[src/timer_pkg.sv]
// Shared constants, field positions and carrier types for the dual timer block.
package timer_pkg;

  ////////////////////////////////////////////////////////////////////////////////
  // Register byte addresses on the APB side.
  localparam logic [7:0] ADDR_CONTROL   = 8'h88;
  localparam logic [7:0] ADDR_MODE      = 8'h8c;
  localparam logic [7:0] ADDR_T0_LOW    = 8'h90;
  localparam logic [7:0] ADDR_T0_HIGH   = 8'h94;
  localparam logic [7:0] ADDR_T1_LOW    = 8'h98;
  localparam logic [7:0] ADDR_T1_HIGH   = 8'h9c;
  localparam logic [7:0] ADDR_AUX_MODE  = 8'ha0;
  localparam logic [7:0] ADDR_AUX_ONE   = 8'ha4;

  ////////////////////////////////////////////////////////////////////////////////
  // Reset values and field positions.
  localparam logic [7:0] RESET_BYTE     = 8'h00;
  localparam int         CTRL_T1_FLAG   = 7;
  localparam int         CTRL_T1_RUN    = 6;
  localparam int         CTRL_T0_FLAG   = 5;
  localparam int         CTRL_T0_RUN    = 4;
  localparam int         MODE_T0_SELECT = 2;
  localparam int         AUX_MODE_BIT2  = 0;
  localparam int         AUX_TOGGLE_EN  = 3;

  ////////////////////////////////////////////////////////////////////////////////
  // Timer mode codes; bit 2 comes from the auxiliary mode register.
  localparam logic [2:0] MODE_13BIT     = 3'h0;
  localparam logic [2:0] MODE_16BIT     = 3'h1;
  localparam logic [2:0] MODE_RELOAD    = 3'h2;
  localparam logic [2:0] MODE_SPLIT     = 3'h3;
  localparam logic [2:0] MODE_PWM       = 3'h6;

  ////////////////////////////////////////////////////////////////////////////////
  // Counting constants.
  localparam logic [4:0] PRESCALE_MAX   = 5'h1f;
  localparam logic [7:0] BYTE_MAX       = 8'hff;
  localparam logic [7:0] BYTE_ZERO      = 8'h00;
  localparam int         PWM_PERIOD     = 256;

  // Layout of the run and flag control register.
  typedef struct packed {
    logic       t1_flag;
    logic       t1_run;
    logic       t0_flag;
    logic       t0_run;
    logic [3:0] reserved;
  } control_type;

  // One counter step: overflow strobe plus the new high and low bytes.
  typedef struct packed {
    logic       overflow;
    logic [7:0] high;
    logic [7:0] low;
  } step_type;

endpackage

[src/pin_edge_sync.sv]
// Two-stage synchroniser for the counter pin with a rising-edge strobe.
`timescale 1ns/1ns
module pin_edge_sync
(
  input  wire logic pclk,
  input  wire logic presetn,
  input  wire logic pin_async,
  output logic      rise
);

  logic meta_reg;
  logic sync_reg;
  logic last_reg;

  // Only sync_reg and last_reg feed the edge detector; meta_reg may be metastable.
  always_ff @(posedge pclk or negedge presetn)
  begin
    if (!presetn)
    begin
      meta_reg <= 1'b0;
      sync_reg <= 1'b0;
      last_reg <= 1'b0;
    end
    else
    begin
      meta_reg <= pin_async;
      sync_reg <= meta_reg;
      last_reg <= sync_reg;
    end
  end

  assign rise = sync_reg & ~last_reg;

endmodule

[src/pin_driver.sv]
// Drives the counter pin for overflow toggling and for the PWM waveform.
`timescale 1ns/1ns
module pin_driver
  import timer_pkg::*;
(
  input  wire logic       pclk,
  input  wire logic       presetn,
  input  wire logic       toggle_enable,
  input  wire logic       pwm_mode,
  input  wire logic       pwm_level,
  input  wire logic [7:0] reload_value,
  input  wire logic       overflow,
  output logic            pin_out_reg,
  output logic            pin_oe_reg
);

  logic toggle_seen_reg;
  logic pin_out_next;

  // PWM outranks toggling because both would fight for the same pin.
  always_comb
  begin
    pin_out_next = 1'b1;
    if (pwm_mode)
    begin
      if (reload_value == BYTE_ZERO)
        pin_out_next = 1'b1;
      else if (reload_value == BYTE_MAX)
        pin_out_next = 1'b0;
      else
        pin_out_next = pwm_level;
    end
    else if (toggle_enable)
    begin
      if (!toggle_seen_reg)
        pin_out_next = 1'b1;
      else if (overflow)
        pin_out_next = ~pin_out_reg;
      else
        pin_out_next = pin_out_reg;
    end
  end

  // Pin level and enable are registered so the pad sees no glitches.
  always_ff @(posedge pclk or negedge presetn)
  begin
    if (!presetn)
    begin
      pin_out_reg     <= 1'b1;
      pin_oe_reg      <= 1'b0;
      toggle_seen_reg <= 1'b0;
    end
    else
    begin
      pin_out_reg     <= pin_out_next;
      pin_oe_reg      <= pwm_mode | toggle_enable;
      toggle_seen_reg <= toggle_enable;
    end
  end

endmodule

[src/dual_timer_split_pwm_toggle.sv]
// Pair of 8-bit-core timers with split mode, PWM mode and pin toggling, on APB.
//
// The APB register port was left to the implementer.
`timescale 1ns/1ns
module dual_timer_split_pwm_toggle
  import timer_pkg::*;
#(
  parameter int ADDR_WIDTH = 8
)
(
  input  wire logic                  pclk,
  input  wire logic                  presetn,
  input  wire logic                  psel,
  input  wire logic                  penable,
  input  wire logic                  pwrite,
  input  wire logic [ADDR_WIDTH-1:0] paddr,
  input  wire logic [31:0]           pwdata,
  output logic      [31:0]           prdata,
  output logic                       pready,
  output logic                       pslverr,
  input  wire logic                  timer0_int_ack,
  input  wire logic                  timer1_int_ack,
  input  wire logic                  counter0_pin_in,
  output logic                       counter0_pin_out,
  output logic                       counter0_pin_oe,
  output logic                       timer0_overflow_flag,
  output logic                       timer1_overflow_flag,
  output logic                       timer0_flag_rise
);

  // Addresses are compared in full, so the bus must at least hold a byte address.
  if (ADDR_WIDTH < 8 || ADDR_WIDTH > 32)
  begin : addr_width_check
    $error("ADDR_WIDTH must lie between 8 and 32");
  end

  ////////////////////////////////////////////////////////////////////////////////
  // One counting step for the classic modes: 13-bit, 16-bit and auto-reload.
  function automatic step_type count_step(input logic [1:0] mode,
                                          input logic [7:0] high,
                                          input logic [7:0] low);
    step_type s;
    s = '{overflow: 1'b0, high: high, low: low};
    case ({1'b0, mode})
      MODE_13BIT:
      begin
        // Upper three low bits are left alone; the prescaler is five bits.
        s.low[4:0] = low[4:0] + 5'h01;
        if (low[4:0] == PRESCALE_MAX)
        begin
          s.high     = high + 8'h01;
          s.overflow = (high == BYTE_MAX);
        end
      end
      MODE_16BIT:
      begin
        s.low = low + 8'h01;
        if (low == BYTE_MAX)
        begin
          s.high     = high + 8'h01;
          s.overflow = (high == BYTE_MAX);
        end
      end
      MODE_RELOAD:
      begin
        if (low == BYTE_MAX)
        begin
          s.low      = high;
          s.overflow = 1'b1;
        end
        else
          s.low = low + 8'h01;
      end
      default:
      begin
        s.overflow = 1'b0;
      end
    endcase
    return s;
  endfunction

  ////////////////////////////////////////////////////////////////////////////////
  // Registers.
  control_type control_reg;
  control_type control_next;
  logic [7:0]  mode_reg;
  logic [7:0]  aux_mode_reg;
  logic [7:0]  aux_one_reg;
  logic [7:0]  t0_low_reg;
  logic [7:0]  t0_low_next;
  logic [7:0]  t0_high_reg;
  logic [7:0]  t0_high_next;
  logic [7:0]  t1_low_reg;
  logic [7:0]  t1_low_next;
  logic [7:0]  t1_high_reg;
  logic [7:0]  t1_high_next;
  logic [31:0] prdata_reg;
  logic [31:0] read_word;
  logic        pready_reg;
  logic        pslverr_reg;
  logic        flag_rise_reg;

  ////////////////////////////////////////////////////////////////////////////////
  // APB decode: answer comes in the second access cycle, so read data is stable.
  logic access;
  logic commit;
  logic write_en;
  logic hit_control;
  logic hit_mode;
  logic hit_t0_low;
  logic hit_t0_high;
  logic hit_t1_low;
  logic hit_t1_high;
  logic hit_aux_mode;
  logic hit_aux_one;
  logic hit_any;

  assign access       = psel & penable;
  assign commit       = access & pready_reg;
  assign hit_control  = (paddr == ADDR_WIDTH'(ADDR_CONTROL));
  assign hit_mode     = (paddr == ADDR_WIDTH'(ADDR_MODE));
  assign hit_t0_low   = (paddr == ADDR_WIDTH'(ADDR_T0_LOW));
  assign hit_t0_high  = (paddr == ADDR_WIDTH'(ADDR_T0_HIGH));
  assign hit_t1_low   = (paddr == ADDR_WIDTH'(ADDR_T1_LOW));
  assign hit_t1_high  = (paddr == ADDR_WIDTH'(ADDR_T1_HIGH));
  assign hit_aux_mode = (paddr == ADDR_WIDTH'(ADDR_AUX_MODE));
  assign hit_aux_one  = (paddr == ADDR_WIDTH'(ADDR_AUX_ONE));
  assign hit_any      = hit_control | hit_mode | hit_t0_low | hit_t0_high
                      | hit_t1_low | hit_t1_high | hit_aux_mode | hit_aux_one;
  assign write_en     = commit & pwrite & hit_any;

  // Read multiplexer; unmapped addresses read zero and flag an error.
  always_comb
  begin
    read_word = 32'h0000_0000;
    if (hit_control)
      read_word[7:0] = {control_reg[7:4], 4'h0};
    else if (hit_mode)
      read_word[7:0] = mode_reg;
    else if (hit_t0_low)
      read_word[7:0] = t0_low_reg;
    else if (hit_t0_high)
      read_word[7:0] = t0_high_reg;
    else if (hit_t1_low)
      read_word[7:0] = t1_low_reg;
    else if (hit_t1_high)
      read_word[7:0] = t1_high_reg;
    else if (hit_aux_mode)
      read_word[7:0] = {7'h00, aux_mode_reg[AUX_MODE_BIT2]};
    else if (hit_aux_one)
      read_word[7:0] = aux_one_reg;
  end

  ////////////////////////////////////////////////////////////////////////////////
  // Mode decode and count gating.
  logic [2:0] t0_mode;
  logic [1:0] t1_mode;
  logic       t0_split;
  logic       t0_pwm;
  logic       t0_classic;
  logic       t1_stopped;
  logic       t0_tick;
  logic       t0_count;
  logic       t1_count;
  logic       pin_rise;

  assign t0_mode    = {aux_mode_reg[AUX_MODE_BIT2], mode_reg[1:0]};
  assign t1_mode    = mode_reg[5:4];
  assign t0_split   = (t0_mode == MODE_SPLIT);
  assign t0_pwm     = (t0_mode == MODE_PWM);
  assign t0_classic = ~t0_mode[2] & ~t0_split;

  assign t0_tick    = mode_reg[MODE_T0_SELECT] ? pin_rise : 1'b1;
  assign t0_count   = control_reg.t0_run & t0_tick;
  assign t1_stopped = (t1_mode == MODE_SPLIT[1:0]);
  assign t1_count   = ~t1_stopped & (t0_split | control_reg.t1_run);

  pin_edge_sync u_pin_sync
  (
    .pclk      (pclk),
    .presetn   (presetn),
    .pin_async (counter0_pin_in),
    .rise      (pin_rise)
  );

  ////////////////////////////////////////////////////////////////////////////////
  // Counter arithmetic for both timers.
  step_type t0_step;
  step_type t1_step;
  logic     t0_overflow;
  logic     split_high_overflow;
  logic     t1_overflow;
  logic     pwm_set;
  logic     pwm_clear;

  assign t1_step = count_step(t1_mode, t1_high_reg, t1_low_reg);

  // Timer 0 next state; reserved modes simply hold the count.
  always_comb
  begin
    t0_step             = count_step(t0_mode[1:0], t0_high_reg, t0_low_reg);
    t0_low_next         = t0_low_reg;
    t0_high_next        = t0_high_reg;
    t0_overflow         = 1'b0;
    split_high_overflow = 1'b0;
    pwm_set             = 1'b0;
    pwm_clear           = 1'b0;
    if (t0_classic && t0_count)
    begin
      t0_low_next  = t0_step.low;
      t0_high_next = t0_step.high;
      t0_overflow  = t0_step.overflow;
    end
    else if (t0_split)
    begin
      // low byte on timer 0 run
      if (t0_count)
      begin
        t0_low_next = t0_low_reg + 8'h01;
        t0_overflow = (t0_low_reg == BYTE_MAX);
      end
      // high byte on timer 1 run
      if (control_reg.t1_run)
      begin
        t0_high_next        = t0_high_reg + 8'h01;
        split_high_overflow = (t0_high_reg == BYTE_MAX);
      end
    end
    else if (t0_pwm && t0_count)
    begin
      t0_low_next = t0_low_reg + 8'h01;
      t0_overflow = (t0_low_reg == BYTE_MAX);
      pwm_clear   = t0_overflow;
      pwm_set     = (t0_low_next == t0_high_reg);
    end
    // Software writes to the count registers win over counting.
    if (write_en && hit_t0_low)
      t0_low_next = pwdata[7:0];
    if (write_en && hit_t0_high)
      t0_high_next = pwdata[7:0];
  end

  // Timer 1 next state.
  always_comb
  begin
    t1_low_next  = t1_low_reg;
    t1_high_next = t1_high_reg;
    t1_overflow  = 1'b0;
    if (t1_count)
    begin
      t1_low_next  = t1_step.low;
      t1_high_next = t1_step.high;
      t1_overflow  = t1_step.overflow;
    end
    if (write_en && hit_t1_low)
      t1_low_next = pwdata[7:0];
    if (write_en && hit_t1_high)
      t1_high_next = pwdata[7:0];
  end

  ////////////////////////////////////////////////////////////////////////////////
  // Control register: every hardware set is applied last so it beats any clear.
  logic t1_flag_set;

  assign t1_flag_set = t0_split ? split_high_overflow : t1_overflow;

  always_comb
  begin
    control_next = control_reg;
    if (timer0_int_ack && !t0_pwm)
      control_next.t0_flag = 1'b0;
    if (timer1_int_ack)
      control_next.t1_flag = 1'b0;
    if (pwm_clear)
      control_next.t0_flag = 1'b0;
    if (write_en && hit_control)
    begin
      control_next.t1_run  = pwdata[CTRL_T1_RUN];
      control_next.t0_run  = pwdata[CTRL_T0_RUN];
      control_next.t1_flag = pwdata[CTRL_T1_FLAG];
      control_next.t0_flag = pwdata[CTRL_T0_FLAG];
    end
    control_next.reserved = 4'h0;
    if ((t0_overflow && !t0_pwm) || pwm_set)
      control_next.t0_flag = 1'b1;
    if (t1_flag_set)
      control_next.t1_flag = 1'b1;
  end

  ////////////////////////////////////////////////////////////////////////////////
  // State registers.
  always_ff @(posedge pclk or negedge presetn)
  begin
    if (!presetn)
    begin
      control_reg  <= control_type'(RESET_BYTE);
      t0_low_reg   <= RESET_BYTE;
      t0_high_reg  <= RESET_BYTE;
      t1_low_reg   <= RESET_BYTE;
      t1_high_reg  <= RESET_BYTE;
    end
    else
    begin
      control_reg  <= control_next;
      t0_low_reg   <= t0_low_next;
      t0_high_reg  <= t0_high_next;
      t1_low_reg   <= t1_low_next;
      t1_high_reg  <= t1_high_next;
    end
  end

  // Mode and auxiliary registers change only on a committed write.
  always_ff @(posedge pclk or negedge presetn)
  begin
    if (!presetn)
    begin
      mode_reg     <= RESET_BYTE;
      aux_mode_reg <= RESET_BYTE;
      aux_one_reg  <= RESET_BYTE;
    end
    else if (write_en)
    begin
      if (hit_mode)
        mode_reg <= pwdata[7:0];
      if (hit_aux_mode)
        aux_mode_reg <= {7'h00, pwdata[AUX_MODE_BIT2]};
      if (hit_aux_one)
        aux_one_reg <= pwdata[7:0];
    end
  end

  // Bus answer registers; pready pulses for one cycle per transfer.
  always_ff @(posedge pclk or negedge presetn)
  begin
    if (!presetn)
    begin
      pready_reg  <= 1'b0;
      pslverr_reg <= 1'b0;
      prdata_reg  <= 32'h0000_0000;
    end
    else
    begin
      pready_reg  <= access & ~pready_reg;
      pslverr_reg <= access & ~pready_reg & ~hit_any;
      if (access && !pready_reg && !pwrite)
        prdata_reg <= read_word;
    end
  end

  // registered rise of timer 0 flag
  always_ff @(posedge pclk or negedge presetn)
  begin
    if (!presetn)
      flag_rise_reg <= 1'b0;
    else
      flag_rise_reg <= control_next.t0_flag & ~control_reg.t0_flag;
  end

  ////////////////////////////////////////////////////////////////////////////////
  // Counter pin output.
  pin_driver u_pin_driver
  (
    .pclk          (pclk),
    .presetn       (presetn),
    .toggle_enable (aux_one_reg[AUX_TOGGLE_EN]),
    .pwm_mode      (t0_pwm),
    .pwm_level     (control_next.t0_flag),
    .reload_value  (t0_high_reg),
    .overflow      (t0_overflow),
    .pin_out_reg   (counter0_pin_out),
    .pin_oe_reg    (counter0_pin_oe)
  );

  assign prdata               = prdata_reg;
  assign pready               = pready_reg;
  assign pslverr              = pslverr_reg;
  assign timer0_overflow_flag = control_reg.t0_flag;
  assign timer1_overflow_flag = control_reg.t1_flag;
  assign timer0_flag_rise     = flag_rise_reg;

endmodule

[config.mk]
export PLATFORM = sky130hd
export DESIGN_NAME = dual_timer_split_pwm_toggle
export DESIGN_NICKNAME = d
export VERILOG_FILES = /design/src/timer_pkg.sv /design/src/pin_edge_sync.sv /design/src/pin_driver.sv /design/src/dual_timer_split_pwm_toggle.sv
export SDC_FILE = /design/constraint.sdc
export NUM_CORES = 1
export LEC_CHECK = 0
export BUFFER_PORTS_ARGS = -buffer_cell sky130_fd_sc_hd__clkbuf_2
export CELL_PAD_IN_SITES_DETAIL_PLACEMENT = 1
export CELL_PAD_IN_SITES_GLOBAL_PLACEMENT = 1
export CORE_UTILIZATION = 46
export CTS_CLUSTER_DIAMETER = 80
export DETAILED_ROUTE_END_ITERATION = 7
export PLACE_DENSITY = 0.85
export SYNTH_ARGS = -nofsm -noshare
export SYNTH_HDL_FRONTEND = slang
export SYNTH_HIERARCHICAL = 1
export SYNTH_SLANG_ARGS = --single-unit
[constraint.sdc]
create_clock -name pclk -period 5.35 [get_ports pclk]
set_input_delay 1.605 -clock pclk [delete_from_list [all_inputs] [get_ports pclk]]
set_output_delay 1.605 -clock pclk [all_outputs]
set_load 0.05 [all_outputs]
### After elaboration in Yosys (flattened, before gate mapping)

Index checks and enable logic that the tools add are counted.
W data, S select, Z words.

* register bits: 70
* latch bits: 0
* bits in writable memories: 0
* bits in read-only memories: 0
* bits of input ports: 48
* output and inout bits: 39
* word-level logic and storage cells: 187
* memories: 0

* $add $sub $neg: 6
* multiply operators: 0
* div/mod/pow operators: 0
* order comparisons: 0
* equality and inequality tests: 31
* shift-type cells: 0
* multiplexer cells: 63
* bitwise logic cells: 28
* reduce and logical (&&, ||, !) cells: 36

Operator list (count)
* $mux W8: 23
* $eq A8 B8 Y1 const B: 12
* $mux W9: 4
* $add A8 B1 Y8 const B: 4
* $pmux W8 S2: 2
* $pmux W5 S3: 2
* $mux W1: 27
* $reduce_bool A3 Y1: 5
* $ne A4 B1 Y1 const B: 3
* $ne A4 B4 Y1 const B: 3
* $pmux W3 S2: 2
* $and A1 B1 Y1: 11
* $logic_and A1 B1 Y1: 11
* $add A5 B1 Y5 const B: 2
* $eq A5 B5 Y1 const B: 2
* $reduce_and A2 Y1: 5
* $or A1 B1 Y1: 9
* $eq A8 B8 Y1: 1
* $logic_not A8 Y1: 1
* $not A1 Y1: 8
* $reduce_bool A4 Y1: 2
* $eq A2 B2 Y1 const B: 3
* $ne A3 B3 Y1 const B: 2
* $pmux W1 S3: 2
* 12 further kinds: 18

### Longest topological paths before layout

* word-level depth: 15
* depth in mapped cells: 11
* depth with buffers taken out: 11

### Modules after synthesis

The synthesis kept the hierarchy.

By module, submodules not included
* dual_timer_split_pwm_toggle: instances 1, cells each 571, area an instance 4779.6 µm², seq. area each 1601.5 µm²
* pin_driver: instances 1, cells each 14, area an instance 152.6 µm², seq. area each 76.3 µm²
* pin_edge_sync: instances 1, cells each 4, area an instance 88.8 µm², seq. area each 75.1 µm²

### Worst setup path after synthesis

Ideal clock, no wire load.

* path kind: input to register
* from: input port paddr[1]
* to: register mode_reg[3]
* setup time: 125 ps
* arrival: 3328 ps
* data required time: 5225 ps
* slack: 1897 ps
* cell stages on the path: 5
* buffers on the path: 1
* path through: or4b_4 nor4_4 and3_1 buf_6 mux2_2

* cells in the longest elaborated chain, start to end: 10
* elaborated cells between the ends (all ways): 17
* classes of those cells: 8 x eq/ne; 8 x bitwise; 1 x reduce/logical

Ends and longest elaborated chain
* start, declared: line dual_timer_split_pwm_toggle.sv:16 `input wire logic [ADDR_WIDTH-1:0] paddr,`
* $eq A8 B8 Y1 (on tied branches): line dual_timer_split_pwm_toggle.sv:120, dual_timer_split_pwm_toggle.sv:121
* $or A1 B1 Y1 (3 in a row): line dual_timer_split_pwm_toggle.sv:128 `assign hit_any = hit_control | hit_mode | hit_t0_low | hit_t0_high`
* $or A1 B1 Y1 (4 in a row): line dual_timer_split_pwm_toggle.sv:129 `| hit_t1_low | hit_t1_high | hit_aux_mode | hit_aux_one;`
* $and A1 B1 Y1: line dual_timer_split_pwm_toggle.sv:130 `assign write_en = commit & pwrite & hit_any;`
* $reduce_and A2 Y1 (no line) (*)
* end signal, assigned: line dual_timer_split_pwm_toggle.sv:324 `mode_reg <= pwdata[7:0];`
* end, declared: line dual_timer_split_pwm_toggle.sv:86 `logic [7:0] mode_reg;`

Every way passes the cells marked *; elsewhere a longest branch is shown, timed or not.
A chain may end at the register's enable or synchronous reset.

==> metrics.yaml <==
outcome:
  outcome: "complete, no violations"
timing:
  worst_pin_slew_ns: 1.02
  min_period_ns: 3.76
  fin_crit_sh_pct: 70.3
  fin_skew_ns: 0.0137
  relSlewSlack_pct: 31.6
  clock.fmax_mhz: 266
  drv_slew: 0
  hold_violations: 0
  rsz0062_at_grt: "false"
  fin_setup_tns_ns: 0
  final-setup-viol-count: 0
floorplanning:
  die_x_um: 106
  core_mm2: 0.0105
  num_io_pins: 87
  rows: 37
  die-height_um: 106
  die-area_mm2: 0.0113
  start_util_pct: 48.0
route:
  drc: 0
  ant_nets: 0
  drt-vias-per-instance: 6.46
  wire_per_inst_um: 22.7
  drt-pass1-iter-count: 5
  wirelength_um: 17200
  vias: 4894
  first_iter_violations: 304
final_layout:
  diodes: 0
  synthToLayoutAreaGrowth_pct: 7.38
  layout.nets: 681
  drive_gt1_share_pct: 15.1
clock_network:
  root_buffer: "clkbuf_8"
  ctsHoldBuffers: 0
  clk_latency_ns: 0.38
  cts_tree: "built"
  cts_resized: 0
  cts.path.max_buffers: 2
  cts_buffers: 9
  cts_htree_levels: 3
  clock_sinks: 70
  clk_pin_slew_ns: 0.07
  post_cts_buffers: 0
yosys:
  synthFlopType: "dfrtp_1"
  synth_area_mm2: 0.00502
  synth_top_cell_by_area: "dfrtp_1"
  yosysUniqueCellTypes: 69
  synth_area_leaders: "dfrtp_1, o21ai_0, a21oi_1, mux2_2, ha_1"
  synth_cells: 589
  synth_top_area_share_pct: 34.4
  async_flop_share_pct: 100
  synth-edff-count: 0
  yosys_warnings: 6
  seq_area_frac_synth_pct: 34.9
  synth.avg_cell_area_um2: 8.52
  synth_seq_cells: 70
power:
  irDropWorstVdd_mv: 0.113
  p_total_uw: 1190
  power.switching_uw: 401
  pwr-share-seq_pct: 48.6
  power.leakage_uw: 0.00224
  swShare_pct: 33.7
  p_int_uw: 788
  combPwrFrac_pct: 16.4
  p_clk_share_pct: 35.0
  cellPowerDensity_mw_per_mm2: 220
run:
  maxCapViolCount: 0
critical_path:
  r2r-start: "t0_low_reg[0]"
  crit_arrival_ns: 4.06
  critPathRequiredTime_ns: 5.64
  end_kind: "flop"
  start_kind: "input pin"
  crit_type: "input pin to flop"
  cp_max_fo: 35
  crit_start: "paddr[2]"
  reg2reg_slack_ns: 2.43
  reg2reg_depth: 9
  r2r_end: "t0_high_reg[6]"
  setup.worst_path.end: "u_pin_driver/pin_out_reg"
grt:
  grt_max_degree: 37
  use_met1_pct: 41.9
  grt-busiest-layer: "met2"
  overflow: 0
  grt_pass1_wl_um: 27600
  grt_util_all_layers_pct: 32.2
  first_global_vias: 5020
  antenna_found_initial: 0
  grt.met3_usage_pct: 4.35
  gr-usage-met2_pct: 51.7
placement:
  place_hpwl_um: 12700
  numPortBuffers: 38
  place.gp.congestion: 0.917
worst_hold_path:
  hold_path.class: "flop to flop"
stage by stage:
step	utilization (%)	std cells	instance area, um2	setup slack [ns]	hold WS, ns
2_1_floorplan	-	612	5110	1.90	0.331
3_3_place_gp	49.8	742	5210	1.34	0.334
3_5_place_dp	49.8	742	5210	1.27	0.336
4_1_cts	51.5	758	5390	1.66	0.353
5_1_grt	51.5	758	5390	1.45	0.358
6_report	51.5	758	5390	1.59	0.351
worst min-delay path by stage:
stage                         from                  end  slack (ns)  cells past startpoint
6_report       u_pin_sync/meta_reg  u_pin_sync/sync_reg        0.35                      0
5_1_grt        u_pin_sync/meta_reg  u_pin_sync/sync_reg        0.36                      0
4_1_cts        u_pin_sync/meta_reg  u_pin_sync/sync_reg        0.35                      0
3_5_place_dp   u_pin_sync/meta_reg  u_pin_sync/sync_reg        0.34                      0
3_3_place_gp   u_pin_sync/meta_reg  u_pin_sync/sync_reg        0.33                      0
2_1_floorplan  u_pin_sync/meta_reg  u_pin_sync/sync_reg        0.33                      0
layout make-up:
type / instances / area, um2
inverters: 23 / 86.3
clock inverters: 3 / 18.8
repair buffers: 40 / 205
fillers: 1287 / 5070
well taps: 136 / 170
flip-flops and latches: 70 / 1750
multi-input cells: 473 / 3000
clock buffers: 13 / 159
worst max-delay path: stages:
cell      delay (ns)
clkbuf_2        0.41
or4b_1          0.78
or3_1           0.58
nor2_1          0.15
nor3_1          0.08
nand3_1         0.16
o21ai_0         0.10
a31oi_1         0.18
cells by family (layout without fill, tap and decap cells):
logic type / count (synthesis) / after routing / synth area share (%)
and+or+nand+nor: 219 / 219 / 23.8
DFF: 70 / 70 / 34.9
buffers and inverters: 69 / 79 / 7.20
adders and majority gates: 16 / 16 / 3.99
muxes: 24 / 24 / 5.26
xor gates and xnor gates: 21 / 21 / 3.66
other: 1 / 24 / 0.0747
AOI/OAI and AO/OA: 169 / 169 / 21.1
Yosys cell counts (3+ instances only):
library cell and n:
nand2b_1 9, clkbuf_1 17, nand4_1 13, a311oi_1 4, or3_1 7, or2_2 5
a211oi_1 9, o211ai_1 3, nand2_1 48, inv_1 23, nor3b_1 3, o21ai_0 53
a31oi_1 9, o221ai_1 6, and3_1 10, xnor2_1 9, o22ai_1 5, buf_4 24
nor2_1 39, a21oi_1 43, and2_1 5, nor3_1 15, a221oi_1 7, dfrtp_1 69
a22o_1 6, a21o_1 4, mux2_2 19, or3b_2 3, ha_1 16, xor2_1 12
nand3_1 25, nand3b_1 4, mux2i_1 5, a2111oi_0 3, nor2b_1 10, nor4_1 4
per-layer routing:
layer,wire length [um],vias up
met5,0,-
met4,755,0
met3,1150,57
met2,8060,216
met1,7200,2446
li1,-,2175
cells in the final DEF (no fill, tap or decap), types with 6 or more instances in the layout:
master | Yosys | routed
o221ai_1 | 6 | 6
xnor2_1 | 9 | 9
ha_1 | 16 | 16
clkbuf_8 | 0 | 11
nand2b_1 | 9 | 9
or3_1 | 7 | 7
nor2b_1 | 10 | 10
and3_1 | 10 | 10
clkbuf_2 | 2 | 37
mux2_2 | 19 | 19
a221oi_1 | 7 | 7
nand2_1 | 48 | 48
o21ai_0 | 53 | 53
inv_1 | 23 | 23
a22o_1 | 6 | 6
conb_1 | 1 | 24
nor3_1 | 15 | 15
a31oi_1 | 9 | 9
nand4_1 | 13 | 13
nand3_1 | 25 | 25
nor2_1 | 39 | 39
dfrtp_1 | 69 | 69
a21oi_1 | 43 | 43
xor2_1 | 12 | 12
a211oi_1 | 9 | 9
power by group through the flow:
stage	logic, uW	registers [uW]	clock network (uW)
2_1_floorplan	123	598	0
3_3_place_gp	186	585	0
3_5_place_dp	192	587	0
4_1_cts	193	577	416
5_1_grt	207	580	430
6_report	194	578	416
Power figures use the tool's default switching activity.
